==> config.mk <==
export PLATFORM = sky130hd
export DESIGN_NAME = stdc_top
export DESIGN_NICKNAME = d
export VERILOG_FILES = /design/src/hdl/stdc_pkg.sv /design/src/hdl/stdc_top.sv /design/src/hdl/stdc_counter.sv
export SDC_FILE = /design/constraint.sdc
export NUM_CORES = 1
export LEC_CHECK = 0
export BUFFER_PORTS_ARGS = -buffer_cell sky130_fd_sc_hd__buf_2
export CAP_MARGIN = 30
export CORE_MARGIN = 1
export CORE_UTILIZATION = 54
export DETAILED_ROUTE_END_ITERATION = 12
export PLACE_DENSITY = 0.8
export SLEW_MARGIN = 5
export SYNTH_ARGS = -nofsm -noshare
export SYNTH_HDL_FRONTEND = slang
export SYNTH_SLANG_ARGS = --single-unit
export TNS_END_PERCENT = 100
==> constraint.sdc <==
create_clock -name clk_in -period 3.5 [get_ports clk_in]
set_clock_uncertainty 0.15 [all_clocks]
set_input_delay 0.175 -clock clk_in [delete_from_list [all_inputs] [get_ports clk_in]]
set_output_delay 0.175 -clock clk_in [all_outputs]
set_load 0.03 [all_outputs]
==> src/hdl/stdc_pkg.sv <==
/*
 * Shared constants and carriers for the system tick down counter.
 * Assumes a 32-bit APB slave port and one 250 MHz clock domain.
 */
package stdc_pkg;

   // register byte offsets
   localparam logic [11:0] STDC_CTRL_OFS   = 12'h000;
   localparam logic [11:0] STDC_RELOAD_OFS = 12'h004;
   localparam logic [11:0] STDC_CURR_OFS   = 12'h008;

   // control and status field positions
   localparam int STDC_ENABLE_BIT = 0;
   localparam int STDC_WRAP_BIT   = 16;

   // widths and reset values
   localparam int          STDC_CNT_W     = 24;
   localparam logic [23:0] STDC_RELOAD_RST = 24'h000000;
   localparam logic        STDC_ENABLE_RST = 1'b0;

   // apb request carrier
   typedef struct packed {
      logic        psel;
      logic        penable;
      logic        pwrite;
      logic [11:0] paddr;
      logic [31:0] pwdata;
   } stdc_apb_req_t;

   // apb answer carrier
   typedef struct packed {
      logic        pready;
      logic        pslverr;
      logic [31:0] prdata;
   } stdc_apb_rsp_t;

endpackage

==> src/hdl/stdc_top.sv <==
/*
 * System tick down counter with an APB register slave.
 * Assumes an APB master on clk_in; no interrupt, no second clock.
 */
// How it works
// - 24-bit down counter, wraps at zero, cleared by software write.
// - while enabled, count drops by one each clock down to zero.
// - clock after reaching zero, reload value loads, counting continues.
// - wrap status flag sets one clock after count steps onto zero.
// - reading the control/status register clears the wrap status flag.
// - any write to current count register clears count to zero.
// - count is not reset; its value after reset is unknown.
// - reload value zero keeps the count at zero after reload.
module stdc_top (
   input  wire logic                  clk_in,
   input  wire logic                  reset_n_in,
   input  wire logic                  ce_in,
   input  wire stdc_pkg::stdc_apb_req_t apb_req_in,
   output stdc_pkg::stdc_apb_rsp_t    apb_rsp_out,
   output logic [23:0]                current_count_value_out,
   output logic                       wrap_status_flag_out
);
   import stdc_pkg::*;

   logic                  enable_r;
   logic [STDC_CNT_W-1:0] reload_value_r;
   logic                  wrap_status_flag_r;
   logic                  wrap_status_flag_nxt;
   stdc_apb_rsp_t         rsp_r;
   stdc_apb_rsp_t         rsp_nxt;
   logic [STDC_CNT_W-1:0] count_w;
   logic                  wrap_w;
   logic                  access_w;
   logic                  wr_w;
   logic                  rd_w;
   logic                  clear_w;
   logic [STDC_CNT_W-1:0] count_shown_r;

   ////////////////////////////////////////////////////////////////////////////
   // apb access strobes: one cycle wait, answer in the second access cycle
   assign access_w = apb_req_in.psel && apb_req_in.penable && !rsp_r.pready;
   assign wr_w     = access_w && apb_req_in.pwrite;
   assign rd_w     = access_w && !apb_req_in.pwrite;
   assign clear_w  = wr_w && (apb_req_in.paddr == STDC_CURR_OFS);

   stdc_counter #(
      .CNT_W (STDC_CNT_W)
   ) u_counter (
      .clk_in     (clk_in),
      .reset_n_in (reset_n_in),
      .ce_in      (ce_in),
      .enable_in  (enable_r),
      .clear_in   (clear_w),
      .reload_in  (reload_value_r),
      .count_out  (count_w),
      .wrap_out   (wrap_w)
   );

   ////////////////////////////////////////////////////////////////////////////
   // software-written control and reload
   always_ff @(posedge clk_in or negedge reset_n_in) begin
      if (!reset_n_in) begin
         enable_r       <= STDC_ENABLE_RST;
         reload_value_r <= STDC_RELOAD_RST;
      end else if (ce_in && wr_w) begin
         if (apb_req_in.paddr == STDC_CTRL_OFS) begin
            enable_r <= apb_req_in.pwdata[STDC_ENABLE_BIT];
         end
         if (apb_req_in.paddr == STDC_RELOAD_OFS) begin
            reload_value_r <= apb_req_in.pwdata[STDC_CNT_W-1:0];
         end
      end
   end

   // wrap flag: a new wrap wins over the clear-on-read
   always_comb begin
      wrap_status_flag_nxt = wrap_status_flag_r;
      if (rd_w && apb_req_in.paddr == STDC_CTRL_OFS) begin
         wrap_status_flag_nxt = 1'b0;
      end
      if (wrap_w) begin
         wrap_status_flag_nxt = 1'b1;
      end
   end

   always_ff @(posedge clk_in or negedge reset_n_in) begin
      if (!reset_n_in) begin
         wrap_status_flag_r <= 1'b0;
      end else if (ce_in) begin
         wrap_status_flag_r <= wrap_status_flag_nxt;
      end
   end

   ////////////////////////////////////////////////////////////////////////////
   // read data and ready; unmapped addresses answer pslverr
   always_comb begin
      rsp_nxt = '0;
      if (access_w) begin
         rsp_nxt.pready = 1'b1;
         case (apb_req_in.paddr)
            STDC_CTRL_OFS: begin
               rsp_nxt.prdata[STDC_ENABLE_BIT] = enable_r;
               rsp_nxt.prdata[STDC_WRAP_BIT]   = wrap_status_flag_r;
            end
            STDC_RELOAD_OFS: begin
               rsp_nxt.prdata[STDC_CNT_W-1:0] = reload_value_r;
            end
            STDC_CURR_OFS: begin
               rsp_nxt.prdata[STDC_CNT_W-1:0] = count_w;
            end
            default: begin
               rsp_nxt.pslverr = 1'b1;
            end
         endcase
      end
   end

   always_ff @(posedge clk_in or negedge reset_n_in) begin
      if (!reset_n_in) begin
         rsp_r <= '0;
      end else if (ce_in) begin
         rsp_r <= rsp_nxt;
      end
   end

   // registered copy of the count for the output pins
   always_ff @(posedge clk_in) begin
      if (ce_in) begin
         count_shown_r <= count_w;
      end
   end

   assign apb_rsp_out             = rsp_r;
   assign current_count_value_out = count_shown_r;
   assign wrap_status_flag_out    = wrap_status_flag_r;
endmodule

==> src/hdl/stdc_counter.sv <==
/*
 * 24-bit down counter core with reload, wrap detect and clear.
 * Assumes one clock, an active-low asynchronous reset and a clock enable.
 */
module stdc_counter #(
   parameter int CNT_W = 24
) (
   input  wire logic             clk_in,
   input  wire logic             reset_n_in,
   input  wire logic             ce_in,
   input  wire logic             enable_in,
   input  wire logic             clear_in,
   input  wire logic [CNT_W-1:0] reload_in,
   output logic      [CNT_W-1:0] count_out,
   output logic                  wrap_out
);
   import stdc_pkg::*;

   logic [CNT_W-1:0] count_r;
   logic [CNT_W-1:0] count_nxt;
   logic             wrap_r;
   logic             wrap_nxt;

   // refuse widths the decrement and the 32-bit read path cannot serve
   if (CNT_W < 2 || CNT_W > 32) begin : g_bad_width
      $error("stdc_counter: CNT_W must lie in 2..32");
   end

   ////////////////////////////////////////////////////////////////////////////
   // next count: clear, reload at zero, or decrement
   always_comb begin
      count_nxt = count_r;
      wrap_nxt  = 1'b0;
      if (clear_in) begin
         count_nxt = '0;
      end else if (enable_in) begin
         if (count_r == '0) begin
            count_nxt = reload_in;
         end else begin
            count_nxt = count_r - 1'b1;
            wrap_nxt  = (count_r == {{(CNT_W-1){1'b0}}, 1'b1});
         end
      end
   end

   // count carries no reset: its value after reset is undefined
   always_ff @(posedge clk_in) begin
      if (ce_in) begin
         count_r <= count_nxt;
      end
   end

   // one-cycle pulse when the count steps onto zero
   always_ff @(posedge clk_in or negedge reset_n_in) begin
      if (!reset_n_in) begin
         wrap_r <= 1'b0;
      end else if (ce_in) begin
         wrap_r <= wrap_nxt;
      end
   end

   assign count_out = count_r;
   assign wrap_out  = wrap_r;
endmodule

# --- Yosys cells after proc, flatten, opt, wreduce, memory -nomap -nowiden ---
# Index checks and enable logic that the tools add are counted.
word_totals:
  register_bits: 101
  in_bits: 50
op_classes:
  addsub: 1
  n_eq_ne: 3
  muxes: 14
  reduce_logical: 18
ops:
  columns: ["cell", "n"]
  rows:
  - ["$mux 24", 3]
  - ["$pmux 15 s2", 1]
  - ["$eq 24x1->1 const B", 1]
  - ["$logic_not 24->1", 1]
  - ["$sub 24x1->24 const B", 1]
  - ["$pmux 7 s2", 1]
  - ["$eq 12x3->1 const B", 1]
  - ["$eq 12x4->1 const B", 1]
  - ["$logic_not 12->1", 1]
  - ["$reduce_and 2->1", 4]
  - ["$logic_and 1x1->1", 7]
  - ["$mux 1", 6]
  - ["$pmux 1 s3", 2]
  - ["$reduce_bool 2->1", 2]
  - ["$reduce_or 3->1", 1]
  - ["$logic_not 1->1", 2]
  - ["$mux 2", 1]

# --- Logic depth before layout (Yosys ltp) ---
logic_depth:
  word_depth: 6
  ltp_mapped: 8
  depth_no_buf: 7

# --- By module ---
# From an unflattened synthesis, not the netlist that was laid out.
hier_totals:
  hier_cells: 359
  hier_area_um2: 4650.7
modules_own_cells:
  columns: ["module", "instances", "cells_each", "area_each_um2", "seq_area_each_um2"]
  rows:
  - ["stdc_top", 1, 201, 3040.4, 2021.9]
  - ["stdc_counter", 1, 158, 1610.3, 745.7]

# --- Worst setup path before layout ---
# No wires, ideal clock.
synth_timing:
  kind: "reg2reg"
  from: "reg rsp_r, in the netlist apb_rsp_out[33]"
  to: "reg u_counter.count_r[0] (netlist: u_counter.count_out[0]), enable pin"
  setup_time_ns: 0.405
  arrival_time_ns: 2.190
  required_ns: 2.945
  path_slack_ns: 0.755
  stages_incl_launch_ff: 5
  n_path_buf: 0
  cell_sequence: "dfrtp_1 > nand4b_1 > nor3_2 > nor2_1 > nor2_1"
synth_via:
  elab_chain_len: 6
synth_lines:
  columns: ["item", "line_no", "text"]
  rows:
  - ["start: declaration", "stdc_top.sv:29", "stdc_apb_rsp_t rsp_r;"]
  - ["start signal: assignment", "stdc_top.sv:122", "rsp_r <= rsp_nxt;"]
  - ["$logic_not 1->1", "stdc_top.sv:41", "assign access_w = apb_req_in.psel && apb_req_in.penable && !rsp_r.pready;"]
  - ["$logic_and 1x1->1", "stdc_top.sv:41", null]
  - ["$logic_and 1x1->1", "stdc_top.sv:42", "assign wr_w = access_w && apb_req_in.pwrite;"]
  - ["$logic_and 1x1->1", "stdc_top.sv:44", "assign clear_w = wr_w && (apb_req_in.paddr == STDC_CURR_OFS);"]
  - ["$reduce_bool 2->1 (no line)", null, null]
  - ["$reduce_and 2->1 (no line)", null, null]
  - ["end signal: assignment", "stdc_counter.sv:49", "count_r <= count_nxt;"]
  - ["end: declaration", "stdc_counter.sv:19", "logic [CNT_W-1:0] count_r;"]
# Every way passes these cells.
# A chain may end at the register's enable or synchronous reset.

# --- Worst setup path in the final report ---
layout_timing:
  from: "reg rsp_r, in the netlist apb_rsp_out[33]"
  to: "reg reload_value_r[6]"
layout_via:
  elab_chain_len: 5
layout_lines:
  columns: ["item", "line_no", "text"]
  rows:
  - ["$logic_not 1->1", "stdc_top.sv:41", null]
  - ["$logic_and 1x1->1", "stdc_top.sv:41", null]
  - ["$logic_and 1x1->1", "stdc_top.sv:42", null]
  - ["$logic_and 1x1->1", "stdc_top.sv:65", "end else if (ce_in && wr_w) begin"]
  - ["$reduce_and 2->1 (no line)", null, null]
  - ["end signal: assignment", "stdc_top.sv:70", "reload_value_r <= apb_req_in.pwdata[STDC_CNT_W-1:0];"]
  - ["end: declaration", "stdc_top.sv:26", "logic [STDC_CNT_W-1:0] reload_value_r;"]
# Every way passes these cells.

==> key figures <==
Pwr
  • Max IR drop VDD: 231 uV
  • P per Cell Area: 365 nW/um^2
  • Leak: 2.55 nW

Finish
  • Fillers: 614
  • Post-layout net count: 532
  • Number of antenna diodes: 0
  • Area Overhead vs Synth: 21.2%
  • Post-route insts no fill: 588
  • Share of layout cells above drive strength 1: 33.3%

CTS
  • CTS Sinks: 101
  • H-tree depth: 3
  • Max Buffers Root-to-Sink: 2
  • CTS tree: built
  • CTS clk-pin slew, worst paths: 0.09 ns
  • Clock buffer count from CTS: 9
  • Clock latency on the worst-skew pair: 0.36 ns
  • Root Driver: clkbuf_8

Floorplanning
  • # IOs: 109
  • Row cnt: 33
  • Die height: 95.8 um
  • Starting Density: 56.7%
  • Die extent in x: 95.8 um
  • Die area: 9170 sq um
  • Core area: 8380 sq um

Detailed routing
  • Iteration-0 DRC Markers: 163
  • Post-route ant nets: 0
  • WL/cell: 17.0 um
  • Wirelength, routed: 9990 um
  • Vias: 3343
  • Router iterations before antenna repair: 4
  • DRC errors left: 0
  • Post-DR vias/cell: 5.69

Yosys
  • Synth area leader: edfxtp_1
  • Synth unique cells: 44
  • Synth Cell Area: 4750 sq um
  • Main flop type after synthesis: dfrtp_1
  • Top-count cell post-synth: dfrtp_1
  • Synth top cells by count: dfrtp_1, edfxtp_1, nor2_1
  • Register area share after synthesis: 58.3%
  • Synth async-reset ratio: 52.5%
  • Yosys top cell area share: 30.4%
  • Synth Register Bits: 101
  • Number of synthesized flops with an enable pin: 48
  • Syn avg cell area: 13.3 sq um
  • Post-Syn Instances: 358
  • Synth area leaders: edfxtp_1, dfrtp_1, mux2_4
  • YS warnings: 0

Setup path
  • Critical path class: reg2reg
  • CP Launch Type: flop
  • Critical Path, Cell by Cell: and4b_1 -> nand4_2 -> nor3b_4 -> buf_4 -> nand2_2 -> mux2_4
  • Nature of the critical path endpoint: flop
  • WP data required: 3.59 ns
  • Arr. time, crit path: 2.86 ns
  • R2r setup slk: 0.74 ns
  • Max stage delay cell, worst path: nand2_2
  • Critical Path Max Stage Delay: 0.54 ns
  • Worst Path Max Fanout: 24

STA
  • Slew @ Worst Pin: 0.833 ns
  • Final setup violation count: 0
  • TNS Setup: 0 ns
  • Final Hold Vio Count: 0
  • RSZ-0062 raised after global routing: false
  • Slew HR: 44.3%
  • Fin crit period: 2.76 ns
  • F_max: 0.362 GHz
  • Fin crit share: 79.0%
  • Slew Viols, Final: 0

Place
  • Cells after DPL: 547
  • Placer's final routability congestion estimate: 0.824
  • Port buffer count: 92
  • DP Wirelength: 6610 um

Run status
  • Status: complete, no violations

Run
  • Max Cap Viol: 0

GRT
  • Initial antenna violation count: 0
  • Largest net degree at the start of global routing: 51
  • Global-route wire length before repair: 16700 um
  • Vias in the first global route: 3333
  • GRT Overall Usage: 24.2%
  • Grt total ovfl: 0

Worst hold path
  • Worst hold path type: in2reg
==> sequential cells by signal, indices dropped and copies added (netlist names) <==
register,cells
apb_rsp_out,26
enable_r,1
wrap_status_flag_out,1
current_count_value_out,24
u_counter.wrap_out,1
reload_value_r,24
u_counter.count_out,24
==> cells in the final DEF, fill, tap and decap left out, types with 3 or more instances in the layout <==
| cell type | count |
|---|---|
| buf_2 | 92 |
| dfrtp_1 | 53 |
| edfxtp_1 | 48 |
| nor2_1 | 34 |
| dlygate4sd3_1 | 26 |
| nor2b_1 | 23 |
| a221o_1 | 22 |
| mux2_4 | 20 |
| nand2_1 | 15 |
| xnor2_1 | 13 |
| nor3_1 | 12 |
| a211oi_1 | 11 |
| a211oi_2 | 10 |
| clkbuf_8 | 10 |
| xor2_1 | 8 |
| conb_1 | 8 |
| buf_4 | 8 |
| or3_1 | 6 |
| inv_1 | 5 |
| o21ai_0 | 5 |
| mux2_2 | 5 |
| nand4_1 | 4 |
| nand3_1 | 4 |
| nor4_2 | 3 |
| nor4_1 | 3 |
| ha_1 | 3 |
==> routing by layer <==
metal	vias to the layer above	global-route usage [%]	wire length [um]
li1	1559	-	-
met3	7	3.16	525
met1	1660	32.8	4250
met5	-	0	0
met2	117	40.2	5140
met4	0	8.58	71
==> worst paths after layout <==
| path | start | endpoint | depth (start not counted) |
|---|---|---|---|
| hold reg to reg | apb_rsp_out[0]$_DFFE_PN0P_ | apb_rsp_out[0]$_DFFE_PN0P_ | 1 |
| min in group asynchronous | reset_n_in | apb_rsp_out[3]$_DFFE_PN0P_ | 2 |
| setup / recovery | apb_rsp_out[33]$_DFFE_PN0P_ | reload_value_r[6]$_DFFE_PN0P_ | 6 |
| hold / removal | apb_req_in[34] | wrap_status_flag_out$_DFFE_PN0P_ | 3 |
| setup reg to reg | apb_rsp_out[33]$_DFFE_PN0P_ | reload_value_r[6]$_DFFE_PN0P_ | 6 |
| max in group asynchronous | reset_n_in | apb_rsp_out[12]$_DFFE_PN0P_ | 3 |
==> kinds of logic after synthesis <==
| group | share of synthesized area, % |
|---|---|
| AOI/OAI and AO/OA | 11.1 |
| xor gates and xnor gates | 3.87 |
| adders and majority gates | 0.791 |
| buffers and inverters | 3.58 |
| DFF | 58.3 |
| muxes | 7.93 |
| other | 0.0790 |
| and+or+nand+nor | 14.3 |
==> worst max-delay path: cells and delay by family, from the launching register on <==
family        cells  cell delay, ns
flops             1            0.42
mux               1            0.49
buf+inv           1            0.33
simple gates      4            1.25
==> report_power, final <==
part	internal [mW]	switching, mW	leakage [nW]	total, mW
Combinational	0.0505	0.0750	1.30	0.126
Sequential	1.25	0.00386	1.15	1.25
Clock	0.346	0.380	0.0992	0.726
==> final cells by class <==
class	instances	area (sq um)	share of cell area, %
Sequential cell	101	2770	48.1
Multi-Input combinational cell	235	1850	32.1
Timing Repair Buffer	127	801	13.9
Clock inverter	4	48.8	0.848
Tap cell	105	131	2.28
Inverter	5	18.8	0.326
Clock buffer	11	141	2.46
==> what timing repair did <==
action	4_1_cts	5_1_grt
setup endpoints to repair	0	0
setup buffers	0	0
hold buffers	26	0
resized for setup	0	0
endpoints found under the hold margin	47	0
==> stage by stage <==
stage                     area [sq um]  setup slack [ns]  total power [mW]  utilization (%)  hold WS (ns)
after global placement            5280             0.822              1.37             63.0         0.260
after floorplan                   4770             0.755              1.33                -        -0.271
after detailed placement          5300             0.719              1.38             63.3        0.0380
after CTS                         5750             0.740              2.11             68.7       0.00349
after global routing              5750             0.614              2.17             68.7        0.0464
final                             5750             0.736              2.10             68.7        0.0119
Power figures use the tool's default switching activity.
